### src/verilog/sose_pkg.sv
// Purpose: Shared constants for the sync output select and edge sense block
// Assumes: AXI4-Lite register access, 32-bit data, 40 MHz clock
// Notes: Offsets are byte addresses of aligned words
package sose_pkg;
  localparam int ADDR_WIDTH = 4;
  localparam logic [3:0] CONTROL_OFFSET = 4'h0;
  localparam logic [3:0] EDGE_OFFSET = 4'h4;
  localparam logic [3:0] MODE_OFFSET = 4'h8;
  localparam logic [3:0] STANDBY_OFFSET = 4'hC;
  localparam logic [7:0] CONTROL_RESET = 8'h00;
  localparam logic [7:0] EDGE_RESET = 8'h0F;
  localparam logic [7:0] MODE_RESET = 8'h00;
  localparam logic [3:0] EDGE_LOW_ONES = 4'hF;
  // Control register fields
  localparam int TWOWIRE_MSB = 7;
  localparam int TWOWIRE_LSB = 5;
  localparam int SYNC_ENABLE_BIT = 4;
  localparam int PWM_ENABLE_BIT = 3;
  localparam int PWM_SELECT_BIT = 2;
  localparam int EIGHT_HIGH_BIT = 1;
  localparam int EIGHT_LOW_BIT = 0;
  // Mode register fields
  localparam int MODE_HIGH_BIT = 7;
  localparam int MODE_LOW_BIT = 6;
  localparam int CLAMP_MODE_BIT = 5;
  localparam int INVERT_BIT = 0;
  // Edge flags sit in bits 7..4 in the order vertical, horizontal, composite, spare
  localparam int EDGE_LSB = 4;
  localparam int EDGE_COUNT = 4;
  localparam logic [1:0] RESP_OKAY = 2'b00;
  localparam logic [1:0] RESP_SLVERR = 2'b10;
endpackage

### src/verilog/sose_axil_slave.sv
// Purpose: AXI4-Lite slave front end producing single-cycle register strobes
// Assumes: One write and one read outstanding at most
// Notes: Write strobe fires when both address and data are held
`timescale 1ns/1ps
module sose_axil_slave (
  input wire logic clock,
  input wire logic reset_n,
  input wire logic [sose_pkg::ADDR_WIDTH-1:0] awaddr,
  input wire logic awvalid,
  output logic awready,
  input wire logic [31:0] wdata,
  input wire logic [3:0] wstrb,
  input wire logic wvalid,
  output logic wready,
  output logic [1:0] bresp,
  output logic bvalid,
  input wire logic bready,
  input wire logic [sose_pkg::ADDR_WIDTH-1:0] araddr,
  input wire logic arvalid,
  output logic arready,
  output logic [31:0] rdata,
  output logic [1:0] rresp,
  output logic rvalid,
  input wire logic rready,
  output logic write_strobe,
  output logic [sose_pkg::ADDR_WIDTH-1:0] write_addr,
  output logic [7:0] write_data,
  output logic write_lane0,
  output logic read_strobe,
  output logic [sose_pkg::ADDR_WIDTH-1:0] read_addr,
  input wire logic [7:0] read_value,
  input wire logic read_hit,
  input wire logic write_hit
);
  import sose_pkg::*;
  logic have_addr;
  logic have_data;
  logic read_pending;
  logic [7:0] data_hold;
  logic lane_hold;
  wire take_aw = awvalid & awready;
  wire take_w = wvalid & wready;
  wire take_ar = arvalid & arready;
  wire fire_write = have_addr & have_data & ~bvalid;

  // Readies are flops that track a free slot, so no port of the top is combinational
  assign write_strobe = fire_write;
  assign write_data = data_hold;
  assign write_lane0 = lane_hold;
  assign read_strobe = read_pending;

  always_ff @(posedge clock or negedge reset_n) begin
    if (!reset_n) begin
      have_addr <= 1'b0;
      have_data <= 1'b0;
      write_addr <= '0;
      awready <= 1'b1;
      wready <= 1'b1;
      data_hold <= 8'h00;
      lane_hold <= 1'b0;
      bvalid <= 1'b0;
      bresp <= RESP_OKAY;
    end else begin
      if (take_aw) begin
        have_addr <= 1'b1;
        awready <= 1'b0;
        write_addr <= awaddr;
      end
      if (take_w) begin
        have_data <= 1'b1;
        wready <= 1'b0;
        data_hold <= wdata[7:0];
        lane_hold <= wstrb[0];
      end
      if (fire_write) begin
        have_addr <= 1'b0;
        have_data <= 1'b0;
        bvalid <= 1'b1;
        bresp <= write_hit ? RESP_OKAY : RESP_SLVERR;
      end else if (bvalid && bready) begin
        bvalid <= 1'b0;
        awready <= 1'b1;
        wready <= 1'b1;
      end
    end
  end

  // Read takes one cycle for decode, answer the next
  always_ff @(posedge clock or negedge reset_n) begin
    if (!reset_n) begin
      read_pending <= 1'b0;
      read_addr <= '0;
      arready <= 1'b1;
      rvalid <= 1'b0;
      rdata <= 32'h0000_0000;
      rresp <= RESP_OKAY;
    end else begin
      if (take_ar) begin
        read_pending <= 1'b1;
        arready <= 1'b0;
        read_addr <= araddr;
      end
      if (read_pending) begin
        read_pending <= 1'b0;
        rvalid <= 1'b1;
        rdata <= {24'h00_0000, read_value};
        rresp <= read_hit ? RESP_OKAY : RESP_SLVERR;
      end else if (rvalid && rready) begin
        rvalid <= 1'b0;
        arready <= 1'b1;
      end
    end
  end
endmodule

### src/verilog/sose_edge_detect.sv
// Purpose: Three-stage sampler and rising edge pulse for one sync input pin
// Assumes: Pin is asynchronous to clock
// Notes: Change counts once second and third stages agree
`timescale 1ns/1ps
module sose_edge_detect (
  input wire logic clock,
  input wire logic reset_n,
  input wire logic pin,
  output logic rise
);
  logic stage1;
  logic stage2;
  logic stage3;
  logic settled;
  logic next_settled;

  // Rising edge is a settled 0 followed by a settled 1
  assign next_settled = (stage2 == stage3) ? stage3 : settled;
  assign rise = next_settled & ~settled;

  always_ff @(posedge clock or negedge reset_n) begin
    if (!reset_n) begin
      stage1 <= 1'b0;
      stage2 <= 1'b0;
      stage3 <= 1'b0;
      settled <= 1'b0;
    end else begin
      stage1 <= pin;
      stage2 <= stage1;
      stage3 <= stage2;
      settled <= next_settled;
    end
  end
endmodule

### src/verilog/sose_top.sv
// Purpose: Serial/timer control, sync pin output selection and sync input edge flags
// Assumes: Single 40 MHz clock; timer, clamp and internal sync signals come from other units
// Notes: Pin selection is registered, so outputs lag their sources by one clock
`timescale 1ns/1ps
// Functional notes
// Control register resets to zero; all eight bits read and write.
// Sync enable 0 keeps port/timer roles; 1 selects sync and clamp outputs.
// Vertical pin: port, compare B output, or internal vertical when enabled.
// Horizontal pin: port or timer one; enabled, internal horizontal or clamp one by mode.
// Clamp pin: port or timer X; enabled, clamp one or two by clamp mode.
// Top three control bits go to the two-wire bus unit only.
// PWM clock enable and select bits go to the PWM timers.
// Two low clock select bits go to the eight-bit timers.
// Edge register becomes 0x0F on reset or standby; low bits read one.
// Vertical input rising edge sets its flag; cleared by read-one then write-zero.
// Horizontal input rising edge sets its flag; cleared by read-one then write-zero.
// Composite input rising edge sets its flag; cleared by read-one then write-zero.
// Spare input rising edge sets its flag; cleared by read-one then write-zero.
// Writing one to an edge flag leaves it unchanged.
// Invert bit inverts vertical and horizontal sync outputs.
// Inputs sampled on clock; hardware set beats a clearing write.
module sose_top (
  input wire logic clock,
  input wire logic reset_n,
  input wire logic [sose_pkg::ADDR_WIDTH-1:0] awaddr,
  input wire logic awvalid,
  output logic awready,
  input wire logic [31:0] wdata,
  input wire logic [3:0] wstrb,
  input wire logic wvalid,
  output logic wready,
  output logic [1:0] bresp,
  output logic bvalid,
  input wire logic bready,
  input wire logic [sose_pkg::ADDR_WIDTH-1:0] araddr,
  input wire logic arvalid,
  output logic arready,
  output logic [31:0] rdata,
  output logic [1:0] rresp,
  output logic rvalid,
  input wire logic rready,
  input wire logic standby,
  input wire logic vertical_sync_in_pin,
  input wire logic horizontal_sync_in_pin,
  input wire logic composite_sync_in_pin,
  input wire logic spare_sync_in_pin,
  input wire logic frt_compare_b_out_enable,
  input wire logic [3:0] timer_one_output_select_field,
  input wire logic [3:0] timer_x_output_select_field,
  input wire logic frt_compare_b_output,
  input wire logic timer_one_output,
  input wire logic timer_x_output,
  input wire logic internal_vertical_signal,
  input wire logic internal_horizontal_in_signal,
  input wire logic clamp_wave_one,
  input wire logic clamp_wave_two,
  input wire logic vertical_port_out,
  input wire logic horizontal_port_out,
  input wire logic clamp_port_out,
  output logic vertical_sync_out_pin,
  output logic horizontal_sync_out_pin,
  output logic clamp_out_pin,
  output logic vertical_port_mode,
  output logic horizontal_port_mode,
  output logic clamp_port_mode,
  output logic [2:0] twowire_mode,
  output logic pwm_clock_enable,
  output logic pwm_clock_select,
  output logic eight_bit_clock_sel_high,
  output logic eight_bit_clock_sel_low
);
  import sose_pkg::*;

  logic [7:0] serial_timer_control;
  logic [7:0] sync_mode;
  logic [EDGE_COUNT-1:0] edge_flags;
  logic [EDGE_COUNT-1:0] read_seen;
  logic [EDGE_COUNT-1:0] rise;
  logic standby_seen;
  logic write_strobe;
  logic [ADDR_WIDTH-1:0] write_addr;
  logic [7:0] write_data;
  logic write_lane0;
  logic read_strobe;
  logic [ADDR_WIDTH-1:0] read_addr;
  logic [7:0] read_value;
  logic read_hit;
  logic write_hit;

  sose_axil_slave sose_axil_slave_inst (
    .clock(clock),
    .reset_n(reset_n),
    .awaddr(awaddr),
    .awvalid(awvalid),
    .awready(awready),
    .wdata(wdata),
    .wstrb(wstrb),
    .wvalid(wvalid),
    .wready(wready),
    .bresp(bresp),
    .bvalid(bvalid),
    .bready(bready),
    .araddr(araddr),
    .arvalid(arvalid),
    .arready(arready),
    .rdata(rdata),
    .rresp(rresp),
    .rvalid(rvalid),
    .rready(rready),
    .write_strobe(write_strobe),
    .write_addr(write_addr),
    .write_data(write_data),
    .write_lane0(write_lane0),
    .read_strobe(read_strobe),
    .read_addr(read_addr),
    .read_value(read_value),
    .read_hit(read_hit),
    .write_hit(write_hit)
  );

  // Pins ordered so index 3 is vertical, matching flag bit 7
  wire [EDGE_COUNT-1:0] sync_pins = {vertical_sync_in_pin, horizontal_sync_in_pin,
                                     composite_sync_in_pin, spare_sync_in_pin};

  genvar i;
  generate
    for (i = 0; i < EDGE_COUNT; i++) begin : g_edge
      sose_edge_detect sose_edge_detect_inst (
        .clock(clock),
        .reset_n(reset_n),
        .pin(sync_pins[i]),
        .rise(rise[i])
      );
    end
  endgenerate

  // Address decode
  wire write_control = write_strobe & write_lane0 & (write_addr == CONTROL_OFFSET);
  wire write_edge = write_strobe & write_lane0 & (write_addr == EDGE_OFFSET);
  wire write_mode = write_strobe & write_lane0 & (write_addr == MODE_OFFSET);
  wire write_standby = write_strobe & write_lane0 & (write_addr == STANDBY_OFFSET);
  assign write_hit = (write_addr == CONTROL_OFFSET) | (write_addr == EDGE_OFFSET) |
                     (write_addr == MODE_OFFSET) | (write_addr == STANDBY_OFFSET);
  assign read_hit = (read_addr == CONTROL_OFFSET) | (read_addr == EDGE_OFFSET) |
                    (read_addr == MODE_OFFSET) | (read_addr == STANDBY_OFFSET);
  wire edge_read = read_strobe & (read_addr == EDGE_OFFSET);
  wire [7:0] edge_value = {edge_flags, EDGE_LOW_ONES};
  assign read_value = (read_addr == CONTROL_OFFSET) ? serial_timer_control :
                      (read_addr == EDGE_OFFSET) ? edge_value :
                      (read_addr == MODE_OFFSET) ? sync_mode :
                      (read_addr == STANDBY_OFFSET) ? {7'h00, standby} : 8'h00;

  // Standby entry is the rising edge of the standby level
  wire standby_entry = standby & ~standby_seen;

  always_ff @(posedge clock or negedge reset_n) begin
    if (!reset_n) begin
      serial_timer_control <= CONTROL_RESET;
      sync_mode <= MODE_RESET;
      standby_seen <= 1'b0;
    end else begin
      standby_seen <= standby;
      if (write_control) begin
        serial_timer_control <= write_data;
      end
      if (write_mode) begin
        sync_mode <= write_data;
      end
    end
  end

  // Flag clear needs a prior read that saw the flag at one
  wire [EDGE_COUNT-1:0] write_zero = ~write_data[EDGE_LSB +: EDGE_COUNT];
  wire [EDGE_COUNT-1:0] clear_flag = {EDGE_COUNT{write_edge}} & write_zero & read_seen;
  // Ones written are ignored; set wins over clear
  wire [EDGE_COUNT-1:0] next_edge_flags = (edge_flags & ~clear_flag) | rise;
  wire [EDGE_COUNT-1:0] next_read_seen = write_edge ? {EDGE_COUNT{1'b0}} :
                                         edge_read ? (read_seen | edge_flags) : read_seen;

  always_ff @(posedge clock or negedge reset_n) begin
    if (!reset_n) begin
      edge_flags <= EDGE_RESET[7:4];
      read_seen <= '0;
    end else if (standby_entry || write_standby) begin
      edge_flags <= EDGE_RESET[7:4];
      read_seen <= '0;
    end else begin
      edge_flags <= next_edge_flags;
      read_seen <= next_read_seen & next_edge_flags;
    end
  end

  // Output selection
  wire sync_enable = serial_timer_control[SYNC_ENABLE_BIT];
  wire mode_high = sync_mode[MODE_HIGH_BIT];
  wire mode_low = sync_mode[MODE_LOW_BIT];
  wire clamp_mode = sync_mode[CLAMP_MODE_BIT];
  wire invert = sync_mode[INVERT_BIT];
  wire timer_one_on = |timer_one_output_select_field;
  wire timer_x_on = |timer_x_output_select_field;
  wire horizontal_out_signal = (mode_high ^ mode_low) ? clamp_wave_one
                                                      : internal_horizontal_in_signal;
  wire next_vertical = sync_enable ? (internal_vertical_signal ^ invert) :
                       frt_compare_b_out_enable ? frt_compare_b_output : vertical_port_out;
  wire next_horizontal = sync_enable ? (horizontal_out_signal ^ invert) :
                         timer_one_on ? timer_one_output : horizontal_port_out;
  wire next_clamp = sync_enable ? (clamp_mode ? clamp_wave_two : clamp_wave_one) :
                    timer_x_on ? timer_x_output : clamp_port_out;

  always_ff @(posedge clock or negedge reset_n) begin
    if (!reset_n) begin
      vertical_sync_out_pin <= 1'b0;
      horizontal_sync_out_pin <= 1'b0;
      clamp_out_pin <= 1'b0;
      vertical_port_mode <= 1'b1;
      horizontal_port_mode <= 1'b1;
      clamp_port_mode <= 1'b1;
    end else begin
      vertical_sync_out_pin <= next_vertical;
      horizontal_sync_out_pin <= next_horizontal;
      clamp_out_pin <= next_clamp;
      vertical_port_mode <= ~sync_enable & ~frt_compare_b_out_enable;
      horizontal_port_mode <= ~sync_enable & ~timer_one_on;
      clamp_port_mode <= ~sync_enable & ~timer_x_on;
    end
  end

  // Routed fields, registered so outputs come from flip-flops
  always_ff @(posedge clock or negedge reset_n) begin
    if (!reset_n) begin
      twowire_mode <= 3'h0;
      pwm_clock_enable <= 1'b0;
      pwm_clock_select <= 1'b0;
      eight_bit_clock_sel_high <= 1'b0;
      eight_bit_clock_sel_low <= 1'b0;
    end else begin
      twowire_mode <= serial_timer_control[TWOWIRE_MSB:TWOWIRE_LSB];
      pwm_clock_enable <= serial_timer_control[PWM_ENABLE_BIT];
      pwm_clock_select <= serial_timer_control[PWM_SELECT_BIT];
      eight_bit_clock_sel_high <= serial_timer_control[EIGHT_HIGH_BIT];
      eight_bit_clock_sel_low <= serial_timer_control[EIGHT_LOW_BIT];
    end
  end
endmodule
### config.mk
export PLATFORM = sky130hd
export DESIGN_NAME = sose_top
export DESIGN_NICKNAME = d
export VERILOG_FILES = /design/src/verilog/sose_pkg.sv /design/src/verilog/sose_axil_slave.sv /design/src/verilog/sose_edge_detect.sv /design/src/verilog/sose_top.sv
export SDC_FILE = /design/constraint.sdc
export NUM_CORES = 1
export LEC_CHECK = 0
export ABC_CLOCK_PERIOD_IN_PS = 1500
export BUFFER_PORTS_ARGS = -buffer_cell sky130_fd_sc_hd__buf_2
export CAP_MARGIN = 20
export CORE_ASPECT_RATIO = 0.7
export CORE_MARGIN = 2
export CORE_UTILIZATION = 45
export DETAILED_ROUTE_END_ITERATION = 10
export PLACE_DENSITY = 0.76
export RECOVER_POWER = 100
export SLEW_MARGIN = 40
export SYNTH_ARGS = -nofsm -noshare
export SYNTH_HDL_FRONTEND = slang
export SYNTH_SLANG_ARGS = --single-unit
### constraint.sdc
create_clock -name clock -period 1.5 [get_ports clock]
set_input_delay 0.15 -clock clock [delete_from_list [all_inputs] [get_ports clock]]
set_output_delay 0.15 -clock clock [all_outputs]
set_load 0.02 [all_outputs]
== Word-level counts from Yosys, hierarchy flattened ==
Index checks and enable logic that the tools add are counted.
Operators by class
  equality and inequality tests: 10
  mux-type cells: 41
  bitwise operators: 46
  reductions and logical operators: 11
Operators with widths (count)
  $mux 1: 32
  $mux 8: 3
  $and 1x1->1: 19
  $and 4x4->4: 4
  $eq 4x4->1 const B: 4
  $mux 4: 4
  $not 1->1: 10
  $eq 4x3->1 const B: 2
  $logic_not 4->1: 2
  $not 4->4: 2
  $or 4x4->4: 2
  $reduce_bool 2->1: 4
  $reduce_or 4->1: 2
  $or 1x1->1: 6
  $eq 1x1->1: 4
  $mux 2: 2
  $xor 1x1->1: 3
  $logic_and 1x1->1: 2
  $logic_or 1x1->1: 1
Storage, ports and cells
  bits in registers: 91
  input port bits: 75
  output and inout bits: 54
  word-level logic and storage cells: 155

== Longest topological paths before layout ==
  depth in word-level cells: 11
  mapped depth: 5
  mapped depth without buffers: 3

== Hierarchy ==
Synthesis repeated with hierarchy kept, for this count alone.
Second synthesis, totals
  cell total of the unflattened synthesis: 281
  area, all modules: 3763.6 um^2
Modules (own cells, without submodules)
  sose_top: instances 1, cells each 143, area each 1764.2 um^2
  sose_axil_slave: instances 1, cells each 114, area each 1514.0 um^2
  sose_edge_detect: instances 4, cells each 6, area each 121.4 um^2

== Worst setup path before layout ==
Ideal clock, no wire load.
  kind: register to register
  start: register sose_axil_slave_inst.bvalid
  end: register sync_mode[0]
  library setup time: 125 ps
  arrival time: 1583 ps
  slack: -207 ps
  cell stages (with the launch flop): 4
  clock period less this slack: 1707 ps
  cells stage by stage: dfrtp_1 > nand3b_4 > nor4_4 > mux2_2
On the way
  word-level cells in the longest chain between the ends: 4
RTL lines
  start, declared: line sose_axil_slave.sv:16  | output logic bvalid,
  start signal, assigned: line sose_axil_slave.sv:61  | bvalid <= 1'b0;
  start signal, assigned: line sose_axil_slave.sv:78  | bvalid <= 1'b1;
  start signal, assigned: line sose_axil_slave.sv:81  | bvalid <= 1'b0;
  $not 1->1: line sose_axil_slave.sv:44  | wire fire_write = have_addr & have_data & ~bvalid;
  $and 1x1->1: line sose_axil_slave.sv:44
  $and 1x1->1 (2 in a row): line sose_top.sv:140  | wire write_mode = write_strobe & write_lane0 & (write_addr == MODE_OFFSET);
  end signal, assigned: line sose_top.sv:167  | sync_mode <= write_data;
  end, declared: line sose_top.sv:75  | logic [7:0] sync_mode;
No other way between the ends.
A chain may end at the register's enable or synchronous reset.

== Worst setup path in the final report ==
  start: register sose_axil_slave_inst.write_addr[1] (netlist name)
  end: register serial_timer_control[4]
On the way
  word-level cells in the longest chain between the ends: 2
RTL lines
  start, declared: line sose_axil_slave.sv:26  | output logic [sose_pkg::ADDR_WIDTH-1:0] write_addr,
  start signal, assigned: line sose_axil_slave.sv:67  | write_addr <= awaddr;
  $logic_not 4->1: line sose_top.sv:138  | wire write_control = write_strobe & write_lane0 & (write_addr == CONTROL_OFFSET);
  $and 1x1->1: line sose_top.sv:138
  end signal, assigned: line sose_top.sv:164  | serial_timer_control <= write_data;
  end, declared: line sose_top.sv:74  | logic [7:0] serial_timer_control;
No other way between the ends.

==> impl_metrics.ini <==
[critical_path]
critical_path.max_fanout = 4
slowest_delay_ps = 410
critical_path.endpoint_type = register
worstPathRequired_ps = 1720
arrival_ps = 1830
crit_path_cell_trace = or3b_4, nor4_4, buf_4, mux2_2
crit_path_start_kind = register
criticalPathCategory = register to register
cpMaxStageDelayCell = or3b_4

[timing]
fin_skew_ps = 6.44
fin_crit_ps = 1610
setup-tns-final_ps = -848
finalHoldViolations = 0
max_freq_mhz = 622
rsz0062_at_grt = true
setup_ws_ps = -109
final_max_slew_viol_count = 0
setup_viol = 15
fin_crit_sh_pct = 107
worst_slew_pin_slew_ps = 627
maxSlewHeadroom_pct = 58.2

[power]
p_leak_nw = 2.19
power_density_nw_per_um2 = 1760
ir_worst_vdd_uv = 1080

[outcome]
status = finished, violations left
violations = DRC, setup timing

[logic_synthesis]
ys_top_cells_by_area = dfrtp_1, mux2_2, buf_4
syn_area_per_cell_sq_um = 12.7
seq_area_frac_synth_pct = 59.5
ys_types = 41
ys_ff_latch = 89
netlist_instances = 295
yosys-top-cells-count = dfrtp_1, mux2_2, buf_4, o21ai_0, inv_1
synth.top_cell.area_share_pct = 55.3
synth_edf_count = 0
ys_warn_count = 0
synthFlopType = dfrtp_1
synthesis.area_sq_um = 3760
yosysTopAreaCell = dfrtp_1
yosysMostFrequentCell = dfrtp_1
async_flop_share_pct = 100

[placed_design]
portBuffers = 75
hpwlAfterDp_um = 5370
post-place-cells = 480
place.gp.congestion = 0.770

[floorplan]
core-area_sq_um = 7970
ioPinCount = 129
die_area_sq_um = 9110
rows = 27
die_y_um = 80.4
start_util_pct = 47.1
die_w_um = 113

[route]
first_iter_violations = 133
ant_nets = 0
viasPerCell = 4.95
avgRoutedWirePerCell_um = 14.7
drc = 9
wirelength_um = 7460
first_pass_iters = 7
num_vias = 2512

[final_layout]
syn2layout_area_growth_pct = 23.1
layout-drive-gt1-share_pct = 30.3
fin_nets = 476
antenna_cells = 0
final_cells = 507

[clock_network]
clk-insertion-delay-late_ps = 340
cts_max_path_buffers = 2
clk_pin_slew_ps = 60
cts.sinks = 89
cts_made_buffers = 9
cts_tree = built
cts_root_buf = clkbuf_16
h-tree-depth = 3

[global_routing]
grt_pass1_wl_um = 12300
grt_overflow = 0
grt_max_degree = 39
grt_pass1_vias = 2502
grt_use_total_pct = 17.7
antenna_found_initial = 0

[min_path]
hp-class = input port to register

[run]
cap_violations = 0
==> cells by family after synthesis <==
kind of cell,synth area share [%]
compound gates,8.36
xor+xnor,0.466
fa+ha+maj,1.07
buf+inv,7.13
flops,59.5
mux,12.7
other cells,0.0998
simple gates,10.7
==> critical path, delay by kind of cell, from the launching register on <==
kind          cells  cell delay, ps
simple gates      2             570
flops             1             390
mux               1             330
buf+inv           1             190
==> flip-flops by register name, indices dropped and copies added, names as in the netlist, 3 cells and up <==
register,cells
edge_flags,4
g_edge.sose_edge_detect_inst.settled,4
g_edge.sose_edge_detect_inst.stage1,4
g_edge.sose_edge_detect_inst.stage2,4
g_edge.sose_edge_detect_inst.stage3,4
read_seen,4
serial_timer_control,8
sose_axil_slave_inst.rdata,8
sose_axil_slave_inst.read_addr,4
sose_axil_slave_inst.write_addr,4
sose_axil_slave_inst.write_data,8
sync_mode,8
twowire_mode,3
==> path summary, 6_finish.rpt <==
check                                                        from  slack, ps  cells after the start                                endpoint
max                            sose_axil_slave_inst.write_addr[1]       -110                      4                 serial_timer_control[4]
min                                                        bready          9                      2             sose_axil_slave_inst.bvalid
max reg2reg                    sose_axil_slave_inst.write_addr[1]       -110                      4                 serial_timer_control[4]
min reg2reg                g_edge[3].sose_edge_detect_inst.stage1        350                      0  g_edge[3].sose_edge_detect_inst.stage2
max in group asynchronous                                 reset_n        180                      3            sose_axil_slave_inst.arready
min in group asynchronous                                 reset_n        360                      2  g_edge[1].sose_edge_detect_inst.stage1
==> final cells by class <==
type,count,area [sq um]
Timing Repair Buffer,103,554
Inverter,12,45.0
Sequential cell,89,2240
Tap cell,101,126
Clock inverter,2,10.0
Clock buffer,14,284
Multi-Input combinational cell,186,1370
Fill cell,672,3350
==> power breakdown <==
part           leakage [nW]  switching [mW]  internal (mW)
Clock                 0.149           0.864           1.30
Combinational         0.922            1.18           1.03
Sequential             1.12           0.626           3.12
Total                  2.19            2.67           5.45
==> cells in the final DEF (no fill, tap or decap), types with 4 or more instances in the layout <==
cell type      Yosys  layout
nand2_1           11      11
clkbuf_16          0       9
dlygate4sd3_1      0      10
and3b_1            4       4
a21oi_1           10      10
buf_2              1      45
nand3b_1           5       5
clkbuf_1           6      34
o21bai_1           4       4
mux2i_1            7       6
clkbuf_8           0       4
nor3_1             4       4
dfstp_2            6       4
maj3_1             4       4
nor2b_1            6       6
inv_1             12      12
conb_1             1      26
nand2b_1           8       8
mux2_4             0       4
buf_4             26      12
dfrtp_1           83      82
o21ai_0           24      24
nor2_1             8       8
mux2_2            36      31
==> routing by layer <==
layer | share of wire, % | global-route usage, %
met5 | 0 | 0
met4 | 0.98 | 5.12
met3 | 6.3 | 6.11
met2 | 46 | 28.0
met1 | 46 | 23.3
==> per-stage QoR <==
step           utilization (%)  area, sq um  hold slack (ps)  power (mW)  worst slack [ps]
5_1_grt                   58.0         4620             10.1        8.63              -172
2_1_floorplan                -         3850             -146        5.19              -106
3_3_place_gp              53.6         4270             82.1        5.90             -72.6
3_5_place_dp              53.6         4270             81.8        6.02              -116
4_1_cts                   58.8         4690             5.36        8.29              -125
6_report                  58.0         4620             8.78        8.12              -109
==> timing repair <==
action | in CTS | in global routing
endpoints found under the setup margin | 15 | 18
gates cloned | 0 | 0
hold buffers | 10 | 0
endpoints found under the hold margin | 33 | 0
buffers inserted | 1 | 0
resized for setup | 4 | 3
Note: power is estimated with default switching activity, not from simulation.
